$ cat src/rtl/sdpd_pkg.sv
// package: register map, field positions and carriers for port d
package sdpd_pkg;
	localparam int SDPD_W_MAX = 8;
	localparam logic [3:0] SDPD_OFS_PIN   = 4'h0;
	localparam logic [3:0] SDPD_OFS_DIR   = 4'h1;
	localparam logic [3:0] SDPD_OFS_LATCH = 4'h2;
	localparam logic [3:0] SDPD_OFS_MEMCTL = 4'h3;
	localparam logic [3:0] SDPD_OFS_LATCH_A_REGISTER  = 4'h4;
	localparam logic [3:0] SDPD_OFS_PPCTL = 4'h5;
	localparam logic [3:0] SDPD_OFS_PPIN  = 4'h6;
	localparam int SDPD_BIT_EXT_BUS_DIS = 7;
	localparam int SDPD_BIT_PULLUP_EN   = 7;
	localparam int SDPD_BIT_PAR_SLAVE   = 4;
	localparam logic [7:0] SDPD_RST_DIR    = 8'hff;
	localparam logic [7:0] SDPD_RST_LATCH  = 8'h00;
	localparam logic [7:0] SDPD_RST_MEMCTL = 8'h00;
	localparam logic [7:0] SDPD_RST_LATCH_A_REGISTER   = 8'h80;
	localparam logic [7:0] SDPD_RST_PPCTL  = 8'h00;

	// one pin's competing sources: enable and value per function
	typedef struct packed {
		logic bus_oe;
		logic bus_out;
		logic pwm_oe;
		logic pwm_tri;
		logic pwm_out;
		logic par_oe;
		logic par_out;
		logic dir;
		logic lat;
	} sdpd_pin_src_s;

	typedef struct packed {
		logic [3:0] addr;
		logic [7:0] wdata;
		logic       wr;
		logic       rd;
	} sdpd_bus_req_s;
endpackage : sdpd_pkg

$ cat src/rtl/sdpd_pin_mux.sv
// module: per-pin output priority multiplexer and pull-up gate
`timescale 1ns/1ps
`default_nettype none
module sdpd_pin_mux
	import sdpd_pkg::*;
(
	// sources
	input  wire sdpd_pin_src_s src,
	input  wire logic          pullup_en,
	// pin drive
	output logic               pin_out,
	output logic               pin_oe,
	output logic               pin_pull
);
	always_comb
	begin
		if (src.bus_oe)
		begin
			pin_out = src.bus_out;
			pin_oe  = 1'b1;
		end
		else if (src.pwm_oe)
		begin
			pin_out = src.pwm_out;
			pin_oe  = ~src.pwm_tri;
		end
		else if (src.par_oe)
		begin
			pin_out = src.par_out;
			pin_oe  = 1'b1;
		end
		else
		begin
			pin_out = src.lat;
			pin_oe  = ~src.dir;
		end
	end
	// pull-up only while nothing drives; keeps no contention with driver
	assign pin_pull = pullup_en & ~pin_oe;
endmodule : sdpd_pin_mux
`default_nettype wire

$ cat src/rtl/sdpd_port.sv
// module: shared digital port d with register file and pin priority
//
// What this block does
// - three pins on small packages, eight on the largest
// - direction bit one makes the pin an input, driver off
// - direction bit zero drives the latch bit onto the pin
// - latch register reads back latched values, not pin levels
// - every reset makes all pins digital inputs
// - on the largest package, port usable only while external bus disable bit is set
// - enabled external bus overrides direction bits
// - shared pull-up enable bit clears all pull-ups together
// - pull-up off on any pin while the port drives it
// - reset turns pull-ups on
// - parallel-slave bit makes an 8-bit microprocessor port
// - parallel port beats port data but loses to external bus
// - parallel read drives latch, write captures pins, ignoring direction
// - active external bus drives or captures regardless of direction
// - pwm channel b on bit 0 overrides port and parallel data
// - compare unit on bit 1 overrides port; input feeds capture
// - compare unit on bit 2 overrides port; input feeds capture
// - pwm channels a and d on bits 1, 2 override, may tristate
// - external bus beats every other function
//
// Our own choices: the address-and-strobe port and the register offsets.
`timescale 1ns/1ps
`default_nettype none
module sdpd_port
	import sdpd_pkg::*;
#(
	parameter int WIDTH = 8
)
(
	// clock and reset
	input  wire logic             SYS_CLK,
	input  wire logic             RST_N,
	input  wire logic             CLK_EN,
	// register port
	input  wire logic [3:0]       REG_ADDR,
	input  wire logic [7:0]       REG_WDATA,
	input  wire logic             REG_WR,
	input  wire logic             REG_RD,
	output logic      [7:0]       REG_RDATA,
	// external bus, low address/data byte
	input  wire logic             EXT_BUS_ACTIVE,
	input  wire logic             EXT_BUS_OE,
	input  wire logic [WIDTH-1:0] EXT_BUS_DOUT,
	output logic      [WIDTH-1:0] EXT_BUS_DIN,
	// parallel slave host strobes, already synchronous
	input  wire logic             PAR_HOST_RD,
	input  wire logic             PAR_HOST_WR,
	// pwm and compare outputs for bits 0 to 2
	input  wire logic [2:0]       PWM_SEL,
	input  wire logic [2:0]       PWM_OUT,
	input  wire logic [2:0]       PWM_SHUTDOWN_TRI,
	output logic      [2:0]       CAPTURE_IN,
	// pins
	input  wire logic [WIDTH-1:0] PIN_I,
	output logic      [WIDTH-1:0] PIN_O,
	output logic      [WIDTH-1:0] PIN_OE,
	output logic      [WIDTH-1:0] PIN_PULLUP
);
	initial
	begin
		if (WIDTH != 3 && WIDTH != SDPD_W_MAX)
			$error("sdpd_port: WIDTH must be 3 or 8");
	end

	localparam bit BIG = (WIDTH == SDPD_W_MAX);
	localparam int PIN_W = WIDTH;

	logic [WIDTH-1:0] dir_q;
	logic [WIDTH-1:0] lat_q;
	logic [7:0]       memctl_q;
	logic [7:0]       latch_a_register_q;
	logic [7:0]       ppctl_q;
	logic [WIDTH-1:0] par_in_q;
	logic [WIDTH-1:0] pin_s1_q;
	logic [WIDTH-1:0] pin_s2_q;
	logic [7:0]       rdata_q;
	logic [7:0]       rdata_d;
	logic             bus_en;
	logic             par_mode;
	logic             pullup_en;
	logic [WIDTH-1:0] pwm_oe;
	logic [WIDTH-1:0] pwm_out;
	logic [WIDTH-1:0] pwm_tri;
	sdpd_bus_req_s    req;

	assign req = '{addr: REG_ADDR, wdata: REG_WDATA, wr: REG_WR,
		rd: REG_RD};

	// bus enabled unless disable bit set; small package has no bus
	assign bus_en = BIG & ~memctl_q[SDPD_BIT_EXT_BUS_DIS];
	assign par_mode = BIG & ~bus_en
		& ppctl_q[SDPD_BIT_PAR_SLAVE];
	assign pullup_en = latch_a_register_q[SDPD_BIT_PULLUP_EN];

	// pin synchroniser: first stage feeds only the second
	always_ff @(posedge SYS_CLK)
	begin
		if (!RST_N)
		begin
			pin_s1_q <= '0;
			pin_s2_q <= '0;
		end
		else if (CLK_EN)
		begin
			pin_s1_q <= PIN_I;
			pin_s2_q <= pin_s1_q;
		end
	end

	// direction register
	always_ff @(posedge SYS_CLK)
	begin
		if (!RST_N)
			dir_q <= SDPD_RST_DIR[WIDTH-1:0];
		else if (CLK_EN && req.wr && req.addr == SDPD_OFS_DIR)
			dir_q <= req.wdata[WIDTH-1:0];
	end

	// output latch, written through either pin or latch address
	always_ff @(posedge SYS_CLK)
	begin
		if (!RST_N)
			lat_q <= SDPD_RST_LATCH[WIDTH-1:0];
		else if (CLK_EN && req.wr && (req.addr == SDPD_OFS_LATCH
			|| req.addr == SDPD_OFS_PIN))
			lat_q <= req.wdata[WIDTH-1:0];
	end

	// memory, pull-up and parallel control registers
	always_ff @(posedge SYS_CLK)
	begin
		if (!RST_N)
		begin
			memctl_q <= SDPD_RST_MEMCTL;
			latch_a_register_q   <= SDPD_RST_LATCH_A_REGISTER;
			ppctl_q  <= SDPD_RST_PPCTL;
		end
		else if (CLK_EN && req.wr)
		begin
			if (req.addr == SDPD_OFS_MEMCTL)
				memctl_q <= req.wdata;
			if (req.addr == SDPD_OFS_LATCH_A_REGISTER)
				latch_a_register_q <= req.wdata;
			if (req.addr == SDPD_OFS_PPCTL)
				ppctl_q <= req.wdata;
		end
	end

	// parallel host write captures pins regardless of direction
	always_ff @(posedge SYS_CLK)
	begin
		if (!RST_N)
			par_in_q <= '0;
		else if (CLK_EN && par_mode && PAR_HOST_WR)
			par_in_q <= pin_s2_q;
	end

	// pwm/compare sources only exist on bits 0 to 2
	always_comb
	begin
		pwm_oe  = '0;
		pwm_out = '0;
		pwm_tri = '0;
		for (int i = 0; i < 3; i++)
		begin
			// only with direction zero; bit 0 pwm beats parallel data
			pwm_oe[i]  = PWM_SEL[i] & ~dir_q[i];
			pwm_out[i] = PWM_OUT[i];
			pwm_tri[i] = PWM_SHUTDOWN_TRI[i];
		end
	end

	// capture inputs see synchronised pins when selected by PWM_SEL and set as inputs
	assign CAPTURE_IN = pin_s2_q[2:0] & dir_q[2:0]
		& PWM_SEL;
	assign EXT_BUS_DIN = pin_s2_q;

	genvar g;
	generate
		for (g = 0; g < PIN_W; g++)
		begin : g_pin
			sdpd_pin_src_s src;
			assign src = '{
				bus_oe:  bus_en & EXT_BUS_ACTIVE & EXT_BUS_OE,
				bus_out: EXT_BUS_DOUT[g],
				pwm_oe:  ~bus_en & pwm_oe[g],
				pwm_tri: pwm_tri[g],
				pwm_out: pwm_out[g],
				par_oe:  par_mode & PAR_HOST_RD,
				par_out: lat_q[g],
				// with the bus enabled but idle the pins float
				dir:     bus_en | dir_q[g],
				lat:     lat_q[g]
			};
			sdpd_pin_mux u_mux (
				.src       (src),
				.pullup_en (pullup_en),
				.pin_out   (PIN_O[g]),
				.pin_oe    (PIN_OE[g]),
				.pin_pull  (PIN_PULLUP[g])
			);
		end
	endgenerate

	// read mux; latch returns latch, pin address returns pin levels
	always_comb
	begin
		rdata_d = '0;
		case (req.addr)
			SDPD_OFS_PIN:    rdata_d[WIDTH-1:0] = pin_s2_q;
			SDPD_OFS_DIR:    rdata_d[WIDTH-1:0] = dir_q;
			SDPD_OFS_LATCH:  rdata_d[WIDTH-1:0] = lat_q;
			SDPD_OFS_MEMCTL: rdata_d = memctl_q;
			SDPD_OFS_LATCH_A_REGISTER:   rdata_d = latch_a_register_q;
			SDPD_OFS_PPCTL:  rdata_d = ppctl_q;
			SDPD_OFS_PPIN:   rdata_d[WIDTH-1:0] = par_in_q;
			default:         rdata_d = '0;
		endcase
	end

	always_ff @(posedge SYS_CLK)
	begin
		if (!RST_N)
			rdata_q <= '0;
		else if (CLK_EN && req.rd)
			rdata_q <= rdata_d;
	end
	assign REG_RDATA = rdata_q;
endmodule : sdpd_port
`default_nettype wire

$ cat config.mk
export PLATFORM = sky130hd
export DESIGN_NAME = sdpd_port
export DESIGN_NICKNAME = d
export VERILOG_FILES = /design/src/rtl/sdpd_pkg.sv /design/src/rtl/sdpd_pin_mux.sv /design/src/rtl/sdpd_port.sv
export SDC_FILE = /design/constraint.sdc
export NUM_CORES = 1
export LEC_CHECK = 0
export BUFFER_PORTS_ARGS = -buffer_cell sky130_fd_sc_hd__clkbuf_2
export CAP_MARGIN = 20
export CORE_ASPECT_RATIO = 0.75
export CORE_MARGIN = 1.5
export CORE_UTILIZATION = 49
export CTS_CLUSTER_SIZE = 28
export DETAILED_ROUTE_END_ITERATION = 10
export PLACE_DENSITY_LB_ADDON = 0.08
export SYNTH_ARGS = -nofsm -noshare
export SYNTH_HDL_FRONTEND = slang
export SYNTH_SLANG_ARGS = --single-unit
$ cat constraint.sdc
create_clock -name SYS_CLK -period 1.3 [get_ports SYS_CLK]
set_input_delay 0.13 -clock SYS_CLK [delete_from_list [all_inputs] [get_ports SYS_CLK]]
set_output_delay 0.13 -clock SYS_CLK [all_outputs]
set_load 0.01 [all_outputs]
==> metrics.md <==
| Metric | Value |
|---|---|
| Iter 0 DRT Violations | ~320 |
| HPWL Detailed | 8.43 mm |
| Flop pwr share | 0.483 |
| Post-synthesis instance total | 447 |
| Part of the cycle the worst path needs | 1.28 |
| Maximum clock path buffer count | 2 |
| Hold Crit Start | PIN_I[0] |
| First-pass GRT wire length | 18.3 mm |
| Setup ws final | -0.360 ns |
| Worst skew pair latency | 0.36 ns |
| Port bufs | between 80 and 90 |
| Slew Limit Fails | 0 |
| Post-synth EDFFs | 0 |
| Internal power | about 0.0033 W |
| CTS Buf Count | 9 |
| Flops & latches, synth | 72 |
| Worst Hold End | pin_s1_q[0] |
| Slew margin rel. | 0.746 |
| Power Dens Cells | 993 mW/mm^2 |
| Sw Pwr | 0.00141 W |
| Post-synth net total | roughly 490 |
| Reg2reg start | EXT_BUS_DIN[2] |
| Seq/Total Area, Yosys | 0.373 |
| Clock Tree Root | clkbuf_8 |
| Outcome | finished, violations left |
| VDD IR max | roughly 650 uV |
| Clk sink count | between 70 and 80 |
| Worst path cell trace | nand3b_1 > buf_12 > buf_4 > a21oi_1 > clkbuf_2 |
| Die W | 106 microns |
| Worst reg-to-reg setup slack | 0.03 ns |
| Max_cap viols | 0 |
| Core area | 0.00750 sq mm |
| Data arrival, critical path | about 1.5 ns |
| Fmax | 0.602 GHz |
| Logic pwr share | 0.144 |
| Non-filler cells in the finished layout | approximately 640 |
| Pre-antenna DRT Iters | 5 |
| Clock period minus worst slack | roughly 1.7 ns |
| Hold WC Path Type | primary input to flip-flop |
| CP Class | flip-flop to primary output |
| Setup violators final | 24 |
| LEAKAGE | about 2.0 nW |
| Wirelength per Cell | 18.4 microns |
| Clk pwr share | 0.374 |
| Worst Clk Skew | roughly 0.011 ns |
| # diodes | 0 |
| Die Area | around 0.0084 sq mm |
| Htree depth | 3 |
| Clock slew at reported path FFs | about 0.08 ns |
| Failing checks | negative setup slack |
| Final weighted congestion in routability-driven placement | about 1 |
| Worst setup SP type | flip-flop |
| Critical Path RT | approximately 1.2 ns |
| NumNets Final | 577 |
| Tightest Pin Transition | 0.381 ns |
| Worst Reg2Reg Path Length in Cells | 4 |
| Mean cell area of the mapped netlist | between 8 and 9 sq um |
| Area Growth Syn to Fin | 22.6% |
| DR vias/cell | just under 6 |
| I/O pin count | 89 |
| Antenna violations before repair | 0 |
| Hold path cells | 3 |
| Max stage delay cell, worst path | dfxtp_4 |
| Placed insts | slightly above 600 |
| Area of the multi-input gates | 0.00208 sq mm |
| CTS tree | built |
| Placement Setup Slack | -0.157 ns |
| Count of cell types in the netlist | 42 |
| Chip height | 79.9 microns |
| RSZ-0062 raised after global routing | yes |
| FFs w/ async S/R, synth | 0 |
| Global Route Usage Sum | 0.287 |
| Total wire length | approximately 12 mm |
| Synth Cell Area | 0.00386 sq mm |
| Final ANT Viol Nets | 0 |
| Max incr delay on CP | about 0.36 ns |
| Largest net degree at the start of global routing | 30 |
| Gr ovfl total | 0 |
| Switching share of power | 0.300 |
| Worst R2R End | REG_RDATA[2] |
| Warnings from Yosys | 0 |
| Register cell area after layout | approximately 0.0014 sq mm |
| Drc violations | 0 |
| Standard-cell row count | 27 |
| Fill count | ~670 |
| Ys flop type | dfxtp_1 |
| Via count | between 3,000 and 4,000 |
| Crit Path Max Fanout | 14 |
| Number of global-route vias before repair | ~3,300 |
| Final hold vios | 0 |
| Layout cells sized above 1 | 0.368 |
| Crit end category | primary output |
| Initial Util | 0.515 |
per-stage QoR:
stage	hold WS, ns	TNS [ns]	total power, W	area [sq um]	utilization
2_1_floorplan	0.277	0	0.00272	3860	-
3_3_place_gp	0.369	-2.10	0.00294	4370	0.583
4_1_cts	0.00236	-7.48	0.00471	4660	0.622
3_5_place_dp	0.376	-2.78	0.00295	4370	0.583
6_report	0.00917	-6.99	0.00470	4730	0.631
5_1_grt	0.0345	-8.54	0.00487	4730	0.631
power groups by stage:
stage | registers [W] | logic (W) | clock network [W]
after floorplan | 0.00231 | 0.000403 | 0
after global placement | 0.00232 | 0.000623 | 0
after detailed placement | 0.00232 | 0.000628 | 0
after CTS | 0.00227 | 0.000654 | 0.00179
after global routing | 0.00227 | 0.000728 | 0.00187
final | 0.00227 | 0.000676 | 0.00176
cells by family after synthesis:
group | Yosys count | synth area share
AOI/OAI and AO/OA | 127 | 0.188
buffers and inverters | 66 | 0.106
DFF | 72 | 0.373
muxes | 47 | 0.135
and+or+nand+nor | 135 | 0.198
cells in the mapped netlist, types with 12 or more instances:
library cell | count | area share
o21ai_0 | 44 | 0.057
a22oi_1 | 22 | 0.043
nor2_1 | 21 | 0.020
nand3_1 | 52 | 0.067
a21oi_1 | 48 | 0.062
dfxtp_1 | 72 | 0.37
mux2_2 | 27 | 0.079
buf_2 | 12 | 0.016
nand2_1 | 27 | 0.026
buf_4 | 27 | 0.052
clkbuf_1 | 12 | 0.012
mux2i_1 | 19 | 0.049
registers in the layout, summed over array words and instances (netlist names):
name,cells
EXT_BUS_DIN,8
lat_q,8
ppctl_q,8
par_in_q,8
latch_a_register_q,8
pin_s1_q,8
memctl_q,8
dir_q,8
REG_RDATA,8
worst max-delay path by stage:
stage	from	endpoint	slack, ns	cells after the start
CTS	memctl_q[7]	PIN_O[7]	-0.35	4
global route	memctl_q[7]	PIN_O[7]	-0.41	4
floorplan	memctl_q[7]	PIN_PULLUP[3]	0.01	5
finish	memctl_q[7]	PIN_O[2]	-0.36	5
global placement	REG_ADDR[2]	dir_q[2]	-0.15	5
detailed placement	REG_ADDR[2]	dir_q[5]	-0.16	5
worst max-delay path: cells and delay by family, from the launching register on:
kind | cells | cell delay (ns)
buffers and inverters | 3 | 0.48
flip-flops | 1 | 0.36
AND/OR/NAND/NOR | 1 | 0.20
AO/OA/AOI/OAI | 1 | 0.13
per-layer routing:
metal	vias up	GRT usage	part of all wire	wire, microns
li1	1775	-	-	-
met1	1790	0.423	0.48	5590
met2	165	0.422	0.43	5060
met3	15	0.0604	0.076	894
met4	0	0.0770	0.014	162
met5	-	0	0	0
layout by cell type, fill, tap and decap left out, drive strengths merged, types with 2 or more instances in the layout:
cell type / instances
clkbuf: 83
dfxtp: 72
nand3: 52
buf: 52
a21oi: 48
o21ai: 46
mux2: 27
nand2: 27
a22oi: 22
nor2: 21
mux2i: 19
inv: 13
a311oi: 7
nand3b: 6
dlygate4sd3: 6
and3: 5
nor3b: 3
and3b: 3
nand2b: 2
and4b: 2
a31oi: 2
nor2b: 2
or3b: 2
nand4bb: 2
and2: 2
and4bb: 2
area by class of cell:
type	instances	share of cell area
inverters	7	0.00555
clock inverters	7	0.0143
flip-flops and latches	72	0.306
clock buffers	9	0.0262
well taps	101	0.0267
repair buffers	132	0.181
multi-input cells	309	0.440
what timing repair did:
| item | 4_1_cts | 5_1_grt |
|---|---|---|
| hold buffers | 6 | 0 |
| gates resized for setup | 11 | 32 |
| pin swaps | 0 | 0 |
| endpoints found under the hold margin | 6 | 0 |
| endpoints found under the setup margin | 24 | 26 |
| setup buffers | 2 | 1 |
Power figures use the tool's default switching activity.
